--- src/hdl/cs_pkg.sv ---
package cs_pkg;

   // register addresses (5-bit pointer space)
   localparam logic [4:0] ADDR_ENABLE = 5'h00;
   localparam logic [4:0] ADDR_ITIME = 5'h01;
   localparam logic [4:0] ADDR_WAIT_TIME = 5'h03;
   localparam logic [4:0] ADDR_LOW_TH_LO = 5'h04;
   localparam logic [4:0] ADDR_LOW_TH_HI = 5'h05;
   localparam logic [4:0] ADDR_HIGH_TH_LO = 5'h06;
   localparam logic [4:0] ADDR_HIGH_TH_HI = 5'h07;
   localparam logic [4:0] ADDR_FILTER = 5'h0c;
   localparam logic [4:0] ADDR_MISC = 5'h0d;
   localparam logic [4:0] ADDR_ANALOG = 5'h0f;
   localparam logic [4:0] ADDR_PART = 5'h12;
   localparam logic [4:0] ADDR_FLAGS = 5'h13;
   localparam logic [4:0] ADDR_CLR_LO = 5'h14;
   localparam logic [4:0] ADDR_CLR_HI = 5'h15;
   localparam logic [4:0] ADDR_RED_LO = 5'h16;
   localparam logic [4:0] ADDR_RED_HI = 5'h17;
   localparam logic [4:0] ADDR_GRN_LO = 5'h18;
   localparam logic [4:0] ADDR_GRN_HI = 5'h19;
   localparam logic [4:0] ADDR_BLU_LO = 5'h1a;
   localparam logic [4:0] ADDR_BLU_HI = 5'h1b;

   // reset values
   localparam logic [7:0] RST_ENABLE = 8'h00;
   localparam logic [7:0] RST_ITIME = 8'hff;
   localparam logic [7:0] RST_WAIT_TIME = 8'hff;
   localparam logic [7:0] RST_BYTE = 8'h00;
   localparam logic [4:0] RST_PTR_ADDR = 5'h00;
   localparam logic [7:0] RST_RDATA = 8'h00;

   // pointer byte fields
   localparam int PTR_CMD_BIT = 7;
   localparam int PTR_KIND_HI = 6;
   localparam int PTR_KIND_LO = 5;
   localparam int PTR_FIELD_HI = 4;
   localparam logic [4:0] SF_IRQ_CLEAR = 5'h06;

   // enable and flag bit positions
   localparam int EN_IRQ_BIT = 4;
   localparam int EN_RGBC_BIT = 1;
   localparam int FLAG_IRQ_BIT = 4;
   localparam int FLAG_VALID_BIT = 0;

   // filter field, and the break point of its count table
   localparam int FILTER_W = 4;
   localparam logic [5:0] FILTER_LINEAR_MAX = 6'h03;
   localparam logic [5:0] FILTER_STEP = 6'h05;

   typedef enum logic [1:0] {
      CS_KIND_REPEAT = 2'b00,
      CS_KIND_AUTO = 2'b01,
      CS_KIND_RSVD = 2'b10,
      CS_KIND_SPECIAL = 2'b11
   } cs_kind_e;

   typedef struct packed {
      logic [15:0] clear;
      logic [15:0] red;
      logic [15:0] green;
      logic [15:0] blue;
   } cs_rgbc_s;

   typedef struct packed {
      logic [7:0] enable;
      logic [7:0] itime;
      logic [7:0] wait_time;
      logic [15:0] low_th;
      logic [15:0] high_th;
      logic [7:0] filter;
      logic [7:0] misc;
      logic [7:0] analog;
   } cs_setup_s;

endpackage

--- src/hdl/cs_ptr_decode.sv ---
`timescale 1ns/1ns
`default_nettype none
module cs_ptr_decode (
   input wire logic [7:0] i_byte,
   input wire logic i_first,
   output logic o_is_ptr,
   output cs_pkg::cs_kind_e o_kind,
   output logic [4:0] o_field,
   output logic o_irq_clear
);
   import cs_pkg::*;

   // a first byte without the marker bit is plain data at the stored address
   assign o_is_ptr = i_first & i_byte[PTR_CMD_BIT];
   assign o_kind = cs_kind_e'(i_byte[PTR_KIND_HI:PTR_KIND_LO]);
   assign o_field = i_byte[PTR_FIELD_HI:0];
   // other special codes are reserved and do nothing
   assign o_irq_clear = o_is_ptr && (o_kind == CS_KIND_SPECIAL) && (o_field == SF_IRQ_CLEAR);

endmodule // cs_ptr_decode
`default_nettype wire

--- src/hdl/cs_irq_eval.sv ---
`timescale 1ns/1ns
`default_nettype none
module cs_irq_eval (
   input wire logic i_clk,
   input wire logic i_nrst,
   input wire logic i_ce,
   input wire logic i_result_stb,
   input wire logic [15:0] i_clear,
   input wire logic [15:0] i_low_th,
   input wire logic [15:0] i_high_th,
   input wire logic [cs_pkg::FILTER_W-1:0] i_filter,
   input wire logic i_irq_clear,
   output logic o_pending
);
   import cs_pkg::*;

   logic out_of_range;
   logic [5:0] target;
   logic [5:0] run;
   logic [5:0] next_run;
   logic fire;

   // low limit is checked first; an inverted window ignores the high limit
   assign out_of_range = (i_clear < i_low_th) || ((i_low_th <= i_high_th) && (i_clear > i_high_th));

   // 0..3 count as is, higher codes step by five
   always_comb begin
      if ({2'b00, i_filter} <= FILTER_LINEAR_MAX) begin
         target = {2'b00, i_filter};
      end else begin
         target = 6'(({2'b00, i_filter} - FILTER_LINEAR_MAX) * FILTER_STEP);
      end
   end

   always_comb begin
      next_run = run;
      fire = 1'b0;
      if (i_result_stb) begin
         if (target == 6'h00) begin
            fire = 1'b1;
            next_run = 6'h00;
         end else if (out_of_range) begin
            next_run = (run == 6'h3f) ? run : 6'(run + 6'h01);
            fire = (next_run >= target);
         end else begin
            next_run = 6'h00;
         end
      end
   end

   always_ff @(posedge i_clk or negedge i_nrst) begin
      if (!i_nrst) begin
         run <= 6'h00;
      end else if (i_ce) begin
         run <= next_run;
      end
   end

   // sticky until the clear command; a new event in the same cycle wins
   always_ff @(posedge i_clk or negedge i_nrst) begin
      if (!i_nrst) begin
         o_pending <= 1'b0;
      end else if (i_ce) begin
         if (fire) begin
            o_pending <= 1'b1;
         end else if (i_irq_clear) begin
            o_pending <= 1'b0;
         end
      end
   end

endmodule // cs_irq_eval
`default_nettype wire

--- src/hdl/cs_regs.sv ---
`timescale 1ns/1ns
`default_nettype none
// What this block does
// - Pointer byte comes first; its selected register is the data target.
// - Pointer bits 6:5 pick repeated, auto-increment or special function.
// - Repeated mode keeps returning the same register, address unchanged.
// - Auto-increment mode steps the stored address after every data byte.
// - Bits 4:0 are register address, or special code in special mode.
// - Special code 00110 clears the pending interrupt, leaving no stored bit.
// - State and interrupt enable register at 0x00, read/write, resets 0x00.
// - Low threshold at 0x04/0x05, high at 0x06/0x07, read/write, reset zero.
// - Read-only results low byte first: clear, red, green, blue at 0x14-0x1b.
// - All registers reached only through the serial host byte port.
// - First byte after address in a write is the pointer when bit 7 is set; rest is data.
// - Reads without a new pointer use the retained register address.
// - Interrupt flag stays set until the clear special function arrives; the pin also needs enable bit 4.
module cs_regs #(
   parameter logic [7:0] PART_CODE = 8'h5a // arbitrary value
) (
   input wire logic i_clk,
   input wire logic i_nrst,
   input wire logic i_ce,
   input wire logic i_wr_stb,
   input wire logic i_wr_first,
   input wire logic [7:0] i_wdata,
   input wire logic i_rd_stb,
   input wire logic i_result_stb,
   input wire cs_pkg::cs_rgbc_s i_result,
   output logic [7:0] o_rdata,
   output cs_pkg::cs_setup_s o_setup,
   output logic o_irq
);
   import cs_pkg::*;

   // pointer state
   logic [4:0] ptr_addr;
   cs_kind_e ptr_kind;

   // host registers
   logic [7:0] enable;
   logic [7:0] itime;
   logic [7:0] wait_time;
   logic [15:0] low_th;
   logic [15:0] high_th;
   logic [7:0] filter;
   logic [7:0] misc;
   logic [7:0] analog;

   // results and flags
   cs_rgbc_s result;
   logic result_valid;
   logic pending;
   logic [7:0] flags;

   // decoded byte
   logic dec_is_ptr;
   cs_kind_e dec_kind;
   logic [4:0] dec_field;
   logic dec_irq_clear;
   logic data_wr;
   logic [7:0] next_rdata;
   logic [4:0] next_ptr_addr;

   cs_ptr_decode u_dec (
      .i_byte(i_wdata),
      .i_first(i_wr_first),
      .o_is_ptr(dec_is_ptr),
      .o_kind(dec_kind),
      .o_field(dec_field),
      .o_irq_clear(dec_irq_clear)
   );

   // every byte not taken as a pointer is register data
   assign data_wr = i_wr_stb & ~dec_is_ptr;

   // pointer register: address and transfer kind
   always_ff @(posedge i_clk or negedge i_nrst) begin
      if (!i_nrst) begin
         ptr_addr <= RST_PTR_ADDR;
         ptr_kind <= CS_KIND_REPEAT;
      end else if (i_ce) begin
         ptr_addr <= next_ptr_addr;
         if (i_wr_stb && dec_is_ptr && dec_kind != CS_KIND_RSVD && dec_kind != CS_KIND_SPECIAL) begin
            ptr_kind <= dec_kind;
         end
      end
   end

   // reserved kind and special codes keep the stored address for later reads
   always_comb begin
      next_ptr_addr = ptr_addr;
      if (i_wr_stb && dec_is_ptr) begin
         if (dec_kind == CS_KIND_REPEAT || dec_kind == CS_KIND_AUTO) begin
            next_ptr_addr = dec_field;
         end
      end else if ((data_wr || i_rd_stb) && ptr_kind == CS_KIND_AUTO) begin
         next_ptr_addr = 5'(ptr_addr + 5'h01);
      end
      // repeated kind leaves the address alone on data bytes
   end

   // writable registers; read-only addresses fall through untouched
   always_ff @(posedge i_clk or negedge i_nrst) begin
      if (!i_nrst) begin
         enable <= RST_ENABLE;
         itime <= RST_ITIME;
         wait_time <= RST_WAIT_TIME;
         low_th <= {RST_BYTE, RST_BYTE};
         high_th <= {RST_BYTE, RST_BYTE};
         filter <= RST_BYTE;
         misc <= RST_BYTE;
         analog <= RST_BYTE;
      end else if (i_ce && data_wr) begin
         case (ptr_addr)
            ADDR_ENABLE: begin
               enable <= i_wdata;
            end
            ADDR_ITIME: begin
               itime <= i_wdata;
            end
            ADDR_WAIT_TIME: begin
               wait_time <= i_wdata;
            end
            ADDR_LOW_TH_LO: begin
               low_th[7:0] <= i_wdata;
            end
            ADDR_LOW_TH_HI: begin
               low_th[15:8] <= i_wdata;
            end
            ADDR_HIGH_TH_LO: begin
               high_th[7:0] <= i_wdata;
            end
            ADDR_HIGH_TH_HI: begin
               high_th[15:8] <= i_wdata;
            end
            ADDR_FILTER: begin
               filter <= i_wdata;
            end
            ADDR_MISC: begin
               misc <= i_wdata;
            end
            ADDR_ANALOG: begin
               analog <= i_wdata;
            end
            default: begin
               // part code, flags and results are not host-writable
            end
         endcase
      end
   end

   // results are captured whole on each strobe; a multi-byte read that spans a strobe mixes two cycles
   always_ff @(posedge i_clk or negedge i_nrst) begin
      if (!i_nrst) begin
         result <= '0;
      end else if (i_ce && i_result_stb) begin
         result <= i_result;
      end
   end

   // valid flag follows the first result while conversions stay enabled
   always_ff @(posedge i_clk or negedge i_nrst) begin
      if (!i_nrst) begin
         result_valid <= 1'b0;
      end else if (i_ce) begin
         if (i_result_stb) begin
            result_valid <= 1'b1;
         end else if (!enable[EN_RGBC_BIT]) begin
            result_valid <= 1'b0;
         end
      end
   end

   cs_irq_eval u_irq (
      .i_clk(i_clk),
      .i_nrst(i_nrst),
      .i_ce(i_ce),
      .i_result_stb(i_result_stb),
      .i_clear(i_result.clear),
      .i_low_th(low_th),
      .i_high_th(high_th),
      .i_filter(filter[FILTER_W-1:0]),
      .i_irq_clear(i_wr_stb & dec_irq_clear),
      .o_pending(pending)
   );

   always_comb begin
      flags = 8'h00;
      flags[FLAG_IRQ_BIT] = pending;
      flags[FLAG_VALID_BIT] = result_valid;
   end

   // read mux uses the next address so the byte after a pointer or step is ready
   always_comb begin
      case (next_ptr_addr)
         ADDR_ENABLE: next_rdata = enable;
         ADDR_ITIME: next_rdata = itime;
         ADDR_WAIT_TIME: next_rdata = wait_time;
         ADDR_LOW_TH_LO: next_rdata = low_th[7:0];
         ADDR_LOW_TH_HI: next_rdata = low_th[15:8];
         ADDR_HIGH_TH_LO: next_rdata = high_th[7:0];
         ADDR_HIGH_TH_HI: next_rdata = high_th[15:8];
         ADDR_FILTER: next_rdata = filter;
         ADDR_MISC: next_rdata = misc;
         ADDR_ANALOG: next_rdata = analog;
         ADDR_PART: next_rdata = PART_CODE;
         ADDR_FLAGS: next_rdata = flags;
         ADDR_CLR_LO: next_rdata = result.clear[7:0];
         ADDR_CLR_HI: next_rdata = result.clear[15:8];
         ADDR_RED_LO: next_rdata = result.red[7:0];
         ADDR_RED_HI: next_rdata = result.red[15:8];
         ADDR_GRN_LO: next_rdata = result.green[7:0];
         ADDR_GRN_HI: next_rdata = result.green[15:8];
         ADDR_BLU_LO: next_rdata = result.blue[7:0];
         ADDR_BLU_HI: next_rdata = result.blue[15:8];
         default: next_rdata = 8'h00;
      endcase
   end

   // refreshed every enabled cycle; repeated mode re-reads the same register
   always_ff @(posedge i_clk or negedge i_nrst) begin
      if (!i_nrst) begin
         o_rdata <= RST_RDATA;
      end else if (i_ce) begin
         o_rdata <= next_rdata;
      end
   end

   // pin shows the pending flag only while the enable bit allows it
   always_ff @(posedge i_clk or negedge i_nrst) begin
      if (!i_nrst) begin
         o_irq <= 1'b0;
      end else if (i_ce) begin
         o_irq <= pending & enable[EN_IRQ_BIT];
      end
   end

   always_comb begin
      o_setup.enable = enable;
      o_setup.itime = itime;
      o_setup.wait_time = wait_time;
      o_setup.low_th = low_th;
      o_setup.high_th = high_th;
      o_setup.filter = filter;
      o_setup.misc = misc;
      o_setup.analog = analog;
   end

endmodule // cs_regs
`default_nettype wire

--- config.mk ---
export PLATFORM = sky130hd
export DESIGN_NAME = cs_regs
export DESIGN_NICKNAME = d
export VERILOG_FILES = /design/src/hdl/cs_pkg.sv /design/src/hdl/cs_ptr_decode.sv /design/src/hdl/cs_irq_eval.sv /design/src/hdl/cs_regs.sv
export SDC_FILE = /design/constraint.sdc
export NUM_CORES = 1
export LEC_CHECK = 0
export BUFFER_PORTS_ARGS = -buffer_cell sky130_fd_sc_hd__buf_2
export CORE_UTILIZATION = 53
export DETAILED_ROUTE_END_ITERATION = 16
export PLACE_DENSITY = 0.87
export SLEW_MARGIN = 20
export SYNTH_ARGS = -nofsm -noshare
export SYNTH_HDL_FRONTEND = slang
export SYNTH_SLANG_ARGS = --single-unit
--- constraint.sdc ---
create_clock -name i_clk -period 4.3 [get_ports i_clk]
set_clock_uncertainty 0.05 [all_clocks]
set_input_delay 0.215 -clock i_clk [delete_from_list [all_inputs] [get_ports i_clk]]
set_output_delay 0.215 -clock i_clk [all_outputs]
set_load 0.02 [all_outputs]
Word level (Yosys, flattened, before mapping). Index checks and enable logic that the tools add are counted.

Register bits: 168. Logic and storage cells: 117. Bits of input ports: 79.

Equal/unequal tests: 36. Multiplexer cells: 15. $mul: 1. Order comparisons: 5. $add $sub $neg: 3. Bitwise gates (word level): 5. Reductions and logical operators: 31.

Operators by type and width (count): one-hot mux 8 bit (20 select lines) (1); == test 5 bit (second input constant) (10); == test 5 x 3 -> 1 bit (second input constant) (9); == test 5 x 4 -> 1 bit (second input constant) (6); AND reduction 2 bit (14); two-way mux 6 bit (4); > comparator 16 bit (1); less-or-equal comparator 16 bit (1); less-than comparator 16 bit (1); two-way mux 5 bit (3); == test 5 x 1 -> 1 bit (second input constant) (2); == test 5 x 2 -> 1 bit (second input constant) (2); zero test 5 bit (2); logical AND 1 bit (9); two-way mux 1 bit (7); adder 6 x 1 -> 6 bit (second input constant) (1); == test 6 bit (second input constant) (1); greater-or-equal comparator 6 bit (1); zero test 6 bit (1); multiplier 6 x 3 -> 6 bit (second input constant) (1); != test 2 bit (second input constant) (3); adder 5 x 1 -> 5 bit (second input constant) (1); subtractor 4 x 2 -> 5 bit (second input constant) (1); AND 1 bit (4); other kinds (7) (10).

Longest topological paths before layout.
Depth after elaboration: 9. Gate-level depth with buffers: 16.

Hierarchy. Synthesis repeated with hierarchy kept, for this count alone.

Cell total of the unflattened synthesis: 904. Area, all modules: 9877.0 um^2.

By module, submodules not included: cs_regs (instances 1, area an instance 7823.8 um^2, cells each 652, sequential area each 4048.9 um^2); cs_irq_eval (instances 1, area an instance 1966.9 um^2, cells each 241, sequential area each 175.2 um^2); cs_ptr_decode (instances 1, area an instance 86.3 um^2, cells each 11, sequential area each 0.0 um^2).

Worst setup path before layout. OpenSTA, ideal clock, no wires.

Path type: register -> register. Start: register filter[2]. End: register u_irq.run[0]. Stages on the path, launching flop included: 15. Arrival time: 3205 ps. Setup time: 140 ps. Setup slack: 905 ps. Cells stage by stage: dfrtp_1 -> clkbuf_1 -> a21oi_1 -> xor2_1 -> ha_1 -> ha_1 -> inv_1 -> fa_1 -> xnor2_1 -> xnor2_1 -> nand2_1 -> o21ai_0 -> or4b_2 -> o21ai_0 -> o211ai_1.

Word-level cells in the longest chain between the ends: 5. Elaborated cells between the ends (all ways): 6. Those cells by class: add/sub: 1; mul: 1; order compare: 1; mux: 2; reduce/logical: 1.

Ends and longest elaborated chain: from (decl) (line cs_regs.sv:45) `logic [7:0] filter;`; from (signal assigned) (line cs_regs.sv:137) `filter <= i_wdata;`; subtractor 4 x 2 -> 5 bit (line cs_irq_eval.sv:31) `target = 6'(({2'b00, i_filter} - FILTER_LINEAR_MAX) * FILTER_STEP);`; multiplier 6 x 3 -> 6 bit (line cs_irq_eval.sv:31); two-way mux 6 bit * (line cs_irq_eval.sv:28) `if ({2'b00, i_filter} <= FILTER_LINEAR_MAX) begin`; zero test 6 bit * (line cs_irq_eval.sv:39) `if (target == 6'h00) begin`; two-way mux 6 bit * (line cs_irq_eval.sv:39); to (signal assigned) (line cs_irq_eval.sv:55) `run <= next_run;`; to (decl) (line cs_irq_eval.sv:19) `logic [5:0] run;`.

Every way passes the cells marked *; elsewhere a longest branch is shown, timed or not. A chain may end at the register's enable or synchronous reset.

Final worst setup path.
Start: register ptr_addr[1]. End: register o_rdata[7].

Word-level cells in the longest chain between the ends: 5. Elaborated cells between the ends (all ways): 25. Those cells by class: add/sub: 1; eq/ne: 19; mux: 4; reduce/logical: 1.

Ends and longest elaborated chain: from (decl) (line cs_regs.sv:36) `logic [4:0] ptr_addr;`; from (signal assigned) (line cs_regs.sv:82) `ptr_addr <= next_ptr_addr;`; adder 5 x 1 -> 5 bit (line cs_regs.sv:97) `next_ptr_addr = 5'(ptr_addr + 5'h01);`; two-way mux 5 bit (line cs_regs.sv:96) `end else if ((data_wr || i_rd_stb) && ptr_kind == CS_KIND_AUTO) begin`; two-way mux 5 bit * (line cs_regs.sv:92) `if (i_wr_stb && dec_is_ptr) begin`; == test 5 bit (tied with other cells) (line cs_regs.sv:195) `case (next_ptr_addr)`; one-hot mux 8 bit (20 select lines) * (line cs_regs.sv:195); to (signal assigned) (line cs_regs.sv:225) `o_rdata <= next_rdata;`; to (decl) (line cs_regs.sv:29) `output logic [7:0] o_rdata,`.

Marked as above.

==> run_results.csv <==
group,metric,value,unit
timing,setup_tns,0,ps
clocking,post_cts_buffers,0,
timing,fmax,0.273,GHz
place,hpwl,23300,um
clocking,clk_pin_slew_worst_paths,80,ps
routing,routedWlPerCell,24.9,um
timing,hold_slack,12.2,ps
global_route,globalRouteTotalUtil,36.5,%
routing,drc,0,
timing,setup_viol,0,
cells_and_area,syn_to_final_growth,22.4,%
hold_path,min_from,"i_result[54]",
run,drv_cap,0,
clocking,insertion_delay,460,ps
logic_synthesis,synthesis.area,9710,um2
die,core,18000,um2
run_status,run_status,"completed",
setup_path,reg2reg_depth,9,
die,die_h,137,um
place,place_congestion,0.971,
logic_synthesis,synth_seq_area_share,43.5,%
hold_path,hold_end,"result[54]",
routing,dr.pass1.iters,6,
routing,totalWireLength,33000,um
cells_and_area,design_area,11900,um2
logic_synthesis,ys_types,75,
pwr,p_per_area,691,nW/um2
clocking,root_buffer,"clkbuf_16",
timing,tightest_slew,1020,ps
clocking,cts_sinks,168,
logic_synthesis,syn_avg_cell_area,11.1,um2
die,io-pin-count,168,
routing,vias,8766,
logic_synthesis,synth-edff-count,0,
global_route,grt_pass1_wl,49800,um
setup_path,worstPathRequired,4540,ps
setup_path,r2r-start,"ptr_addr[1]",
clocking,cts_repair_resize_count,0,
cells_and_area,final_common_cell,"buf_2",
logic_synthesis,synth_nets,1017,
routing,drt_iter0_drc,1059,
clocking,cts_max_level,4,
setup_path,path_class,"reg2reg",
global_route,grt_overflow,0,
die,dieArea,18900,um2
hold_path,worstHoldPathCells,2,
timing,hold_viol_final,0,
routing,antenna_left,0,
timing,fin_crit_sh,85.3,%
cells_and_area,diodes,0,
setup_path,worstSetupEndpointType,"flop",
clocking,clk_path_buf_depth,2,
timing,slew_viol_final,0,
place,placed_area,10800,um2
timing,slew_headroom,31.9,%
clocking,cts_inserted_buffers,17,
cells_and_area,mostFrequentLayoutCells,"166 x buf_2, 152 x dfrtp_1, 149 x mux2_2",
logic_synthesis,synth_seq_cells,168,
die,die_width,137,um
pwr,vdd_drop_max,0.463,mV
timing,period_needed,3670,ps
setup_path,crit_fanout,12,
pwr,p_leak,5.52,nW
die,row_count,49,
cells_and_area,layout.nets,1229,
cells_and_area,drive_gt1_share,36.7,%
place,port_buffers,167,
logic_synthesis,async_flop_share,100,%
cells_and_area,fill_cells,1345,
setup_path,r2r_slack,630,ps
timing,rsz0062_at_grt,"no",
logic_synthesis,syn_inst,873,
routing,vias_per_cell,6.61,
clocking,cts_tree,"yes",
setup_path,worstPathArrival,3910,ps
global_route,antenna_found_initial,1,
setup_path,r2r_end,"o_rdata[7]",
global_route,grt_max_degree,93,
die,start_util,54.0,%
global_route,grt_pass1_vias,8612,
setup_path,cp-start-kind,"flop",
logic_synthesis,synth_ff_type,"dfrtp_1",
hold_path,hold_class,"in2reg",
logic_synthesis,yosys_warnings,0,
==> layout make-up <==
cell class              count  area [um2]  area share [%]
clock buffers              19         453            3.81
inverters                  42         158            1.33
well taps                 229         287            2.41
repair buffers            233        1480            12.5
multi-input cells         623        5150            43.3
flip-flops and latches    168        4220            35.5
clock inverters            13         131            1.11
==> cell usage after synthesis (3+ instances only) <==
cell	instances	area, um2
buf_2	11	55.1
o31ai_1	3	22.5
o31a_1	3	26.3
a221oi_1	9	78.8
clkbuf_1	24	90.1
dfrtp_1	152	3800
o211ai_1	5	37.5
buf_6	3	33.8
and3_1	11	68.8
a211oi_1	3	22.5
a22o_1	3	26.3
mux2i_1	10	100
nand3_1	33	165
o2bb2ai_1	5	43.8
dfstp_2	16	420
a22oi_1	13	97.6
nor3b_1	4	30.0
a2111oi_0	3	26.3
or3_1	3	18.8
nand2_1	56	210
inv_1	41	154
nor3_1	20	100
mux2_2	149	1680
nand2b_1	4	25.0
ha_1	64	801
nand4_1	16	100
a21o_1	11	82.6
a32oi_1	16	140
o21ai_0	32	160
a221o_1	3	30.0
nor2b_1	12	75.1
nor3_4	3	48.8
a211o_1	3	26.3
xnor2_1	6	52.6
nor2_1	29	109
nor4_1	7	43.8
a32o_1	8	80.1
a21oi_1	24	120
o21a_1	9	67.6
==> worst max path at each step <==
stage | start | slack, ps | to
5_1_grt | filter[2] | 440 | u_irq.run[0]
2_1_floorplan | filter[2] | 910 | u_irq.run[0]
3_5_place_dp | filter[0] | 760 | u_irq.run[0]
6_report | ptr_addr[1] | 630 | o_rdata[7]
4_1_cts | ptr_addr[1] | 720 | o_rdata[7]
3_3_place_gp | i_wdata[6] | 840 | o_rdata[4]
==> critical path: stages (launching register included) <==
cell	delay [ps]
dfrtp_1	490
inv_1	140
ha_1	320
nor4_1	630
or3_1	520
nor3_2	80
and2_0	300
a32o_1	270
a2111oi_0	530
a22oi_1	180
==> cells by family after synthesis <==
| family | after synthesis | share of synthesized area, % |
|---|---|---|
| xor gates and xnor gates | 7 | 0.632 |
| buffers and inverters | 82 | 3.62 |
| muxes | 159 | 18.3 |
| adders and majority gates | 65 | 8.45 |
| and+or+nand+nor | 217 | 11.9 |
| AOI/OAI and AO/OA | 175 | 13.6 |
| DFF | 168 | 43.5 |
==> sequential cells by signal (all words and copies together) (netlist names), 8 cells and up <==
register   cells
result        64
analog         8
low_th        16
enable         8
itime          8
filter         8
misc           8
o_rdata        8
wait_time      8
high_th       16
==> metrics by stage <==
step                setup slack, ps  utilization, %  instances  power, W
floorplan                       905               -        873   0.00512
global placement                842            59.9       1242   0.00632
detailed placement              758            59.9       1242   0.00648
CTS                             715            66.1       1327   0.00808
global route                    440            66.2       1327   0.00863
finish                          631            66.2       1327   0.00822
==> power by group <==
part           leakage, nW  internal, W  switching, W
Clock                0.289     0.000845      0.000716
Combinational         3.14      0.00161       0.00231
Sequential            2.09      0.00209      0.000643
==> routing by layer <==
metal | track usage (%) | vias up | routed length (um)
met3 | 9.90 | 160 | 3440
li1 | - | 3704 | -
met4 | 20.5 | 2 | 1870
met5 | 0 | - | 12
met1 | 46.8 | 4278 | 12700
met2 | 55.8 | 622 | 15000
==> repair_timing <==
action / 4_1_cts / 5_1_grt
hold buffers: 53 / 0
hold endpoints to repair: 125 / 0
setup endpoints to repair: 0 / 0
(Power assumes the default switching activity.)
